===== src/design/pin_wake_defs.vh =====
// Constants for the pin wake-up configuration register block.
// Assumes inclusion by bare name from design files only.
`ifndef PIN_WAKE_DEFS_VH
`define PIN_WAKE_DEFS_VH

// ----------------------------------------------------------------
// Frame layout
// ----------------------------------------------------------------
`define FRAME_W          16
`define ADDR_MSB         15
`define ADDR_LSB         9
`define PARITY_BIT       8
`define DATA_MSB         7
`define CNT_W            5
`define CNT_LAST         5'h0f
`define CNT_ZERO         5'h00
`define CNT_ONE          5'h01
`define CMD_WRITE_CODE   7'h44
`define CMD_READ_CODE    7'h04

// ----------------------------------------------------------------
// Field positions and reset values
// ----------------------------------------------------------------
`define PIN0_SEL_MSB     7
`define PIN0_SEL_LSB     6
`define PIN1_SEL_MSB     5
`define PIN1_SEL_LSB     4
`define PIN2_SEL_MSB     3
`define PIN2_SEL_LSB     2
`define PIN1_INH_BIT     1
`define PIN0_INH_BIT     0
`define CFG_RESET        8'h00

// ----------------------------------------------------------------
// Edge selection encodings
// ----------------------------------------------------------------
`define EDGE_NONE        2'h0
`define EDGE_RISE        2'h1
`define EDGE_FALL        2'h2
`define EDGE_ANY         2'h3

`endif


===== src/design/pin_edge_detect.v =====
// One pin's wake-up edge detector with selectable sensitivity.
// Assumes the pin level is already synchronised to the clock.
`timescale 1ns/100ps
`default_nettype none
`include "pin_wake_defs.vh"

module pin_edge_detect (
  input  wire       REF_CLK_I,
  input  wire       rst_i,
  input  wire       pin_i,
  input  wire [1:0] sel_i,
  output wire       wake_o
);

  reg  prev_ff;
  wire rise = pin_i & ~prev_ff;
  wire fall = ~pin_i & prev_ff;

  always @(posedge REF_CLK_I) begin
    if (rst_i) begin
      // Reset takes the pin level, so a pin idling high shows no false edge
      prev_ff <= pin_i;
    end else begin
      prev_ff <= pin_i;
    end
  end

  assign wake_o = ((sel_i == `EDGE_RISE) & rise) |
                  ((sel_i == `EDGE_FALL) & fall) |
                  ((sel_i == `EDGE_ANY) & (rise | fall));

endmodule
`default_nettype wire


===== src/design/pin_wake_config_low.v =====
// Serially accessed wake-up configuration register for pins 0 to 2.
// Assumes SPI mode 0 clock and frames arriving as pins, sampled here
// on REF_CLK_I, well slower than the sampling clock.
//
// Contract
// - Every answer carries eight global flags in 15..8 and the register in 7..0.
// - Bits 7..6 set pin 0 wake-up: none, rising, falling or either edge.
// - Bits 5..4 set pin 1 wake-up with the same encodings.
// - Bits 3..2 set pin 2 wake-up with the same encodings.
// - Bit 1 inhibits the pin 1 interrupt pulse and its share of the pin summary flag.
// - Bit 0 inhibits the pin 0 interrupt pulse and its share of the pin summary flag.
// - Only power-on reset returns the fields to their defaults.
`timescale 1ns/100ps
`default_nettype none
`include "pin_wake_defs.vh"

module pin_wake_config_low (
  input  wire       REF_CLK_I,
  input  wire       SYS_RST_I,
  input  wire       POR_I,
  input  wire       SCLK_I,
  input  wire       CS_N_I,
  input  wire       MOSI_I,
  output wire       MISO_O,
  output wire       MISO_OE_N_O,
  input  wire [7:0] GLOBAL_FLAGS_I,
  input  wire [2:0] PIN_I,
  output reg  [2:0] WAKE_O,
  output reg  [1:0] INT_PULSE_O,
  output reg  [1:0] SUMMARY_CONTRIB_O,
  output wire [7:0] CFG_O
);

  // ----------------------------------------------------------------
  // Pin synchronisers
  // ----------------------------------------------------------------
  reg  [2:0] sclk_s1_ff;
  reg  [2:0] sclk_s2_ff;
  reg  [2:0] pin_s1_ff;
  reg  [2:0] pin_s2_ff;
  reg        sclk_prev_ff;
  wire       sclk_s = sclk_s2_ff[0];
  wire       cs_n_s = sclk_s2_ff[1];
  wire       mosi_s = sclk_s2_ff[2];

  // No reset here: two edges flush any old level on their own
  always @(posedge REF_CLK_I) begin
    sclk_s1_ff   <= {MOSI_I, CS_N_I, SCLK_I};
    sclk_s2_ff   <= sclk_s1_ff;
    pin_s1_ff    <= PIN_I;
    pin_s2_ff    <= pin_s1_ff;
    sclk_prev_ff <= sclk_s;
  end

  wire sclk_rise = sclk_s & ~sclk_prev_ff;
  wire sclk_fall = ~sclk_s & sclk_prev_ff;

  // ----------------------------------------------------------------
  // Frame shifter
  // ----------------------------------------------------------------
  // Frame states: waiting for select, taking bits, sixteen bits taken
  localparam [1:0] ST_IDLE  = 2'b00;
  localparam [1:0] ST_SHIFT = 2'b01;
  localparam [1:0] ST_FULL  = 2'b10;

  reg  [`FRAME_W-1:0] rx_ff;
  reg  [`FRAME_W-1:0] tx_ff;
  reg  [`CNT_W-1:0]   cnt_ff;
  reg  [7:0]          cfg_ff;
  reg  [1:0]          state_ff;
  reg  [1:0]          nxt_state;
  reg  [`FRAME_W-1:0] nxt_rx;
  reg                 frame_done;

  wire [`FRAME_W-1:0] answer_word = {GLOBAL_FLAGS_I, cfg_ff};
  // Bits count from the moment select is seen low; once sixteen are in,
  // extra bits are ignored and cannot wrap the counter to a false end
  wire                taking      = ~cs_n_s & (state_ff != ST_FULL);

  always @* begin
    nxt_rx     = {rx_ff[`FRAME_W-2:0], mosi_s};
    frame_done = sclk_rise & taking & ~SYS_RST_I & (cnt_ff == `CNT_LAST);
  end

  always @(posedge REF_CLK_I) begin
    if (SYS_RST_I | cs_n_s) begin
      cnt_ff <= `CNT_ZERO;
      rx_ff  <= {`FRAME_W{1'b0}};
      // Answer is loaded while select is high so bit 15 is ready at once
      tx_ff  <= answer_word;
    end else begin
      if (sclk_rise & taking) begin
        rx_ff  <= nxt_rx;
        cnt_ff <= cnt_ff + `CNT_ONE;
      end
      if (sclk_fall) begin
        tx_ff <= {tx_ff[`FRAME_W-2:0], 1'b0};
      end
    end
  end

  assign MISO_O      = tx_ff[`FRAME_W-1];
  assign MISO_OE_N_O = cs_n_s;

  // ----------------------------------------------------------------
  // Frame sequencer
  // ----------------------------------------------------------------
  // Select seen high always returns to idle, whatever the state
  always @* begin
    nxt_state = state_ff;
    case (state_ff)
      ST_IDLE: begin
        if (~cs_n_s) begin
          nxt_state = ST_SHIFT;
        end
      end
      ST_SHIFT: begin
        if (cs_n_s) begin
          nxt_state = ST_IDLE;
        end else if (frame_done) begin
          nxt_state = ST_FULL;
        end
      end
      ST_FULL: begin
        if (cs_n_s) begin
          nxt_state = ST_IDLE;
        end
      end
      default: begin
        nxt_state = ST_IDLE;
      end
    endcase
  end

  always @(posedge REF_CLK_I) begin
    if (SYS_RST_I) begin
      state_ff <= ST_IDLE;
    end else begin
      state_ff <= nxt_state;
    end
  end

  // ----------------------------------------------------------------
  // Register write
  // ----------------------------------------------------------------
  // Odd parity over the whole frame; a bad frame leaves the fields alone
  wire parity_ok = ^nxt_rx;
  wire wr_hit    = (nxt_rx[`ADDR_MSB:`ADDR_LSB] == `CMD_WRITE_CODE);
  // A read frame, or any other code, only returns the answer word
  wire wr_take   = frame_done & wr_hit & parity_ok;

  always @(posedge REF_CLK_I) begin
    if (POR_I) begin
      cfg_ff <= `CFG_RESET;
    end else if (wr_take) begin
      cfg_ff <= nxt_rx[`DATA_MSB:0];
    end
  end

  assign CFG_O = cfg_ff;

  // ----------------------------------------------------------------
  // Wake-up detection and masking
  // ----------------------------------------------------------------
  wire [2:0] wake_raw;

  pin_edge_detect u_pin0 (
    .REF_CLK_I (REF_CLK_I),
    .rst_i     (SYS_RST_I),
    .pin_i     (pin_s2_ff[0]),
    .sel_i     (cfg_ff[`PIN0_SEL_MSB:`PIN0_SEL_LSB]),
    .wake_o    (wake_raw[0])
  );
  pin_edge_detect u_pin1 (
    .REF_CLK_I (REF_CLK_I),
    .rst_i     (SYS_RST_I),
    .pin_i     (pin_s2_ff[1]),
    .sel_i     (cfg_ff[`PIN1_SEL_MSB:`PIN1_SEL_LSB]),
    .wake_o    (wake_raw[1])
  );
  pin_edge_detect u_pin2 (
    .REF_CLK_I (REF_CLK_I),
    .rst_i     (SYS_RST_I),
    .pin_i     (pin_s2_ff[2]),
    .sel_i     (cfg_ff[`PIN2_SEL_MSB:`PIN2_SEL_LSB]),
    .wake_o    (wake_raw[2])
  );

  // ----------------------------------------------------------------
  // Inhibit masks and outputs
  // ----------------------------------------------------------------
  // Pin 2 has no inhibit bit, so it reaches only the raw wake output;
  // the mask acts on the pulse and the summary share alike
  wire pass_pin0 = ~cfg_ff[`PIN0_INH_BIT];
  wire pass_pin1 = ~cfg_ff[`PIN1_INH_BIT];

  always @(posedge REF_CLK_I) begin
    if (SYS_RST_I) begin
      WAKE_O            <= 3'h0;
      INT_PULSE_O       <= 2'h0;
      SUMMARY_CONTRIB_O <= 2'h0;
    end else begin
      WAKE_O <= wake_raw;
      INT_PULSE_O[0]       <= wake_raw[0] & pass_pin0;
      SUMMARY_CONTRIB_O[0] <= wake_raw[0] & pass_pin0;
      INT_PULSE_O[1]       <= wake_raw[1] & pass_pin1;
      SUMMARY_CONTRIB_O[1] <= wake_raw[1] & pass_pin1;
    end
  end

endmodule
`default_nettype wire


===== config.mk =====
export PLATFORM = sky130hd
export DESIGN_NAME = pin_wake_config_low
export DESIGN_NICKNAME = d
export VERILOG_FILES = /design/src/design/pin_edge_detect.v /design/src/design/pin_wake_config_low.v
export VERILOG_INCLUDE_DIRS = /design/src /design/src/design
export SDC_FILE = /design/constraint.sdc
export NUM_CORES = 1
export LEC_CHECK = 0
export BUFFER_PORTS_ARGS = -buffer_cell sky130_fd_sc_hd__buf_2
export CORE_ASPECT_RATIO = 0.6
export CORE_MARGIN = 4
export CORE_UTILIZATION = 45
export CTS_BUF_LIST = sky130_fd_sc_hd__clkbuf_8
export DETAILED_ROUTE_END_ITERATION = 7
export SYNTH_ARGS = -nofsm -noshare
export SYNTH_HDL_FRONTEND = slang
export SYNTH_SLANG_ARGS = --single-unit

===== constraint.sdc =====
create_clock -name REF_CLK_I -period 3.75 [get_ports REF_CLK_I]
set_input_delay 0.75 -clock REF_CLK_I [delete_from_list [all_inputs] [get_ports REF_CLK_I]]
set_output_delay 0.75 -clock REF_CLK_I [all_outputs]
set_load 0.02 [all_outputs]

Word level (Yosys, flattened, before mapping):

Cells that the tools add are included.

* register bits: 67
* bits in latches: 0
* bits in writable memories: 0
* ROM bits: 0
* bits of input ports: 17
* output and inout bits: 17
* word-level logic and storage cells: 91
* memories: 0

* add/subtract/negate cells: 1
* multiply operators: 0
* divide/modulo/power cells: 0
* magnitude comparators: 0
* eq/ne operators: 17
* shift-type cells: 0
* muxes and demuxes: 7
* bitwise logic cells: 47
* reduce and logical (&&, ||, !) cells: 4

Operators with widths (number)
* $mux 16: 2
* $and 1x1->1: 25
* $reduce_xor 16->1: 1
* $eq 2x2->1 const B: 7
* $not 1->1: 12
* $or 1x1->1: 10
* $eq 2x1->1 const B: 4
* $mux 2: 4
* $eq 7x7->1 const B: 1
* $ne 2x2->1 const B: 3
* $pmux 2 s3: 1
* $add 5x1->5 const B: 1
* $eq 5x4->1 const B: 1
* $ne 3x3->1 const B: 1
* $reduce_and 3->1: 1
* $logic_not 2->1: 1
* $reduce_bool 2->1: 1

Longest topological paths before layout:

* word-level depth: 8
* depth in mapped cells: 7
* depth with buffers taken out: 7

Hierarchy:

Synthesis repeated with hierarchy kept, for this count alone.

* cells, all modules: 277
* area total of the unflattened synthesis: 2596.2 sq um

By module, submodules not included
* pin_wake_config_low: instances 1, cells an instance 247, area an instance 2359.8 sq um, seq. area each 1441.4 sq um
* pin_edge_detect: instances 3, cells an instance 10, area an instance 78.8 sq um, seq. area each 20.0 sq um

Worst setup path after synthesis:

No wires, ideal clock.

* path type: input port to flip-flop
* from: input SYS_RST_I
* to: register tx_ff[0], enable pin
* library setup time: 464 ps
* arrival: 1882 ps
* data required time: 3286 ps
* slack: 1403 ps
* cell stages on the path: 3
* path buffers: 1
* path through: nor2_1 -> clkbuf_1 -> o21ai_0

* cells in the longest elaborated chain, start to end: 2

Ends and longest elaborated chain
* start, declared: RTL line pin_wake_config_low.v:19 `input wire SYS_RST_I,`
* $or 1x1->1: RTL line pin_wake_config_low.v:86 `if (SYS_RST_I | cs_n_s) begin`
* $reduce_bool 2->1 (no source line)
* end signal, assigned: RTL line pin_wake_config_low.v:90 `tx_ff <= answer_word;`
* end signal, assigned: RTL line pin_wake_config_low.v:97 `` tx_ff <= {tx_ff[`FRAME_W-2:0], 1'b0}; ``
* end, declared: RTL line pin_wake_config_low.v:67 `` reg [`FRAME_W-1:0] tx_ff; ``

Every way passes these cells.
A chain may end at the register's enable or synchronous reset.

Final worst setup path:

* from: register state_ff[1]
* to: register cfg_ff[3], in the netlist CFG_O[3]

* cells in the longest elaborated chain, start to end: 7

Ends and longest elaborated chain
* start, declared: RTL line pin_wake_config_low.v:70 `reg [1:0] state_ff;`
* start signal, assigned: RTL line pin_wake_config_low.v:139 `state_ff <= nxt_state;`
* $ne 2x2->1: RTL line pin_wake_config_low.v:78 `wire taking = ~cs_n_s & (state_ff != ST_FULL);`
* $and 1x1->1: RTL line pin_wake_config_low.v:78
* $and 1x1->1 (3 in a row): RTL line pin_wake_config_low.v:82 `` frame_done = sclk_rise & taking & ~SYS_RST_I & (cnt_ff == `CNT_LAST); ``
* $and 1x1->1 (2 in a row): RTL line pin_wake_config_low.v:150 `wire wr_take = frame_done & wr_hit & parity_ok;`
* end signal, assigned: RTL line pin_wake_config_low.v:154 `` cfg_ff <= `CFG_RESET; ``
* end signal, assigned: RTL line pin_wake_config_low.v:156 `` cfg_ff <= nxt_rx[`DATA_MSB:0]; ``
* end, declared: RTL line pin_wake_config_low.v:69 `reg [7:0] cfg_ff;`

Every way passes these cells.

==> qor.yml <==
clock_network:
  htreeDepth: 3
  post_cts_resized: 0
  cts.root.buffer_cell: "clkbuf_8"
  path_clk_slew_ns: 0.07
  cts_max_path_buffers: 2
  cts_tree: "done"
  cts.sinks: 67
  cts_made_buffers: 9
  worstSkewPairLatency_ns: 0.33
  cts_setup_buffers: 0
  cts_hold_buf: 0
logic_synthesis:
  synth_top_area_frac: 0.3975
  ys_warn_count: 0
  synth_ff_type: "dfxtp_1"
  synthTopCellsByArea: "dfxtp_1 (40%), edfxtp_1 (19%), nand2_1 (12%), a21oi_1 (5.3%), xnor2_1 (5.1%)"
  syn_avg_cell_area_um2: 9.479
  ys_top_cells_by_count: "nand2_1 (81), dfxtp_1 (51), a21oi_1 (27), edfxtp_1 (16), xnor2_1 (15)"
  async_reset_ff_frac: 0
  synth_edf_count: 16
  synth_top_area_cell: "dfxtp_1"
  syn-num-nets: 296
  synth_cells: 271
  ys_seq_area_frac: 0.5845
  synth_seq_cells: 67
  yosysMostFrequentCell: "nand2_1"
  yosysUniqueCellTypes: 27
  syn_area_mm2: 0.002569
drt:
  detail_route.iter0.violations: 118
  drcViolationCount: 0
  avgRoutedWirePerCell_um: 12.56
  viasPerCell: 4.784
  num_vias: 1856
  dr.pass1.iters: 4
  final_antenna_net_count: 0
  routed_wl_um: 4873
floorplan:
  die_y_um: 66.53
  ios: 34
  core_mm2: 0.005280
  rows: 20
  start_util: 0.4865
  die_w_um: 105.5
  die_area_mm2: 0.007021
power:
  p_per_area_mw_per_mm2: 468.9
  vdd_drop_max_uv: 277.5
  p_leak_nw: 1.231
sta:
  min_period_over_period: 0.5473
  min_period_ns: 2.052
  finalWorstSetupSlack_ns: 1.698
  hold_viol_final: 0
  slew_viol_final: 0
  slew_headroom: 0.5227
  fmaxAchievable_mhz: 487.3
  finClkSkew_ns: 0.005937
  setup_violations: 0
  tns_ns: 0
  tightest_slew_ns: 0.7108
  rsz0062_at_grt: "false"
placed_design:
  detailed_place_hpwl_um: 3331
  place_ws_ns: 1.441
  port_buffers: 33
  gp_congestion: 0.8147
  place_area_mm2: 0.002809
critical_path:
  worstPathRequired_ns: 4.00
  crit_buf_inv: 1
  worstPathCellList: "nor2b_1, nor3b_2, buf_4, and4_1, nand3_1, a21oi_1"
  timing.rr.start: "state_ff[1]"
  end_kind: "flip-flop"
  path_class: "flip-flop to flip-flop"
  critical_path.top_delay_family: "simple AND/OR/NAND/NOR gates"
  cp_max_fo: 17
  worst_setup_path_start_kind: "flip-flop"
  cpMaxStageDelayCell: "nor3b_2"
  worst_ep_arrival_time_ns: 2.30
  startpoint: "state_ff[1]"
  cpPeakStageDelay_ns: 0.44
status:
  status: "finished clean"
hold_path:
  min_from: "pin_s1_ff[0]"
  min_path_type: "flip-flop to flip-flop"
finish:
  drive_above_1_share: 0.1801
  nets: 331
  fin_util: 0.5682
  final_area_mm2: 0.003000
  area_growth_pct: 16.80
  diodes: 0
grt:
  grt_pass1_wl_um: 8273
  first_global_vias: 1718
  grt_max_degree: 39
  gr-total-overflow: 0
  antenna_found_initial: 0
  gr-usage-all-layers: 0.1527
job:
  cap_violations: 0
[sequential cells by signal (all words and copies together) (netlist names)]
register / count
cnt_ff: 5
u_pin1.prev_ff: 1
state_ff: 2
sclk_prev_ff: 1
pin_s1_ff: 3
rx_ff: 15
u_pin0.prev_ff: 1
sclk_s1_ff: 3
CFG_O: 8
tx_ff: 16
pin_s2_ff: 3
SUMMARY_CONTRIB_O: 2
WAKE_O: 3
u_pin2.prev_ff: 1
sclk_s2_ff: 3
[final cells by class]
type | instances | area [µm²]
Fill cell | 465 | 2280
Multi-Input combinational cell | 183 | 985.9
Timing Repair Buffer | 37 | 195.2
Sequential cell | 67 | 1501
Clock inverter | 7 | 67.56
Inverter | 8 | 30.03
Tap cell | 77 | 96.34
Clock buffer | 9 | 123.9
[metal layers]
layer / GRT usage / up-vias / wire length, µm
met5: 0 / - / 0
met4: 0.04847 / 0 / 14
met3: 0.05712 / 2 / 275
met2: 0.2190 / 48 / 2034
met1: 0.2125 / 840 / 2549
li1: - / 966 / -
[final timing paths]
path | endpoint | slack (ns) | cells past startpoint
min reg2reg | pin_s2_ff[0] | 0.33 | 0
max reg2reg | CFG_O[3] | 1.70 | 6
max | CFG_O[3] | 1.70 | 6
min | pin_s2_ff[0] | 0.33 | 0
[metrics by stage]
stage	cells	hold slack, ns	total power [mW]
6_report	388	0.3303	1.407
5_1_grt	388	0.3390	1.475
4_1_cts	388	0.3300	1.426
3_5_place_dp	372	0.3121	0.8524
3_3_place_gp	372	0.3113	0.8518
2_1_floorplan	271	0.3096	0.8282
[cells in the final DEF (no fill, tap or decap)]
| master | instances |
|---|---|
| clkinvlp_4 | 1 |
| nor3b_1 | 2 |
| buf_4 | 4 |
| nor2b_1 | 3 |
| inv_1 | 8 |
| and2_1 | 1 |
| clkinv_4 | 1 |
| clkbuf_8 | 9 |
| bufinv_16 | 1 |
| edfxtp_1 | 16 |
| nor3b_2 | 1 |
| nand3_1 | 9 |
| nand2b_1 | 1 |
| ha_1 | 8 |
| o21ai_0 | 8 |
| or3b_2 | 1 |
| nand4_1 | 2 |
| a211oi_1 | 1 |
| buf_2 | 33 |
| o211ai_1 | 3 |
| a21oi_1 | 27 |
| xor2_1 | 4 |
| nand2_1 | 81 |
| dfxtp_1 | 51 |
| clkinv_2 | 3 |
| nand3b_1 | 3 |
| xnor2_1 | 15 |
| nor2_1 | 8 |
| nor4_1 | 1 |
| and4_1 | 1 |
| or2_2 | 1 |
| inv_4 | 1 |
| o21ai_1 | 1 |
| and3_1 | 1 |
[where the power goes]
group	internal, mW	switching (mW)
Clock	0.305	0.266
Combinational	0.0216	0.0401
Sequential	0.765	0.00929
[cells by family (layout without fill, tap and decap cells)]
group,after synthesis,count (layout),share of synthesized area
buffers and inverters,21,61,0.03361
and+or+nand+nor,116,116,0.1963
adders and majority gates,8,8,0.03897
AOI/OAI and AO/OA,40,40,0.08183
DFF,67,67,0.5845
xor gates and xnor gates,19,19,0.06478
No activity file was read; power rests on OpenSTA's default activity.
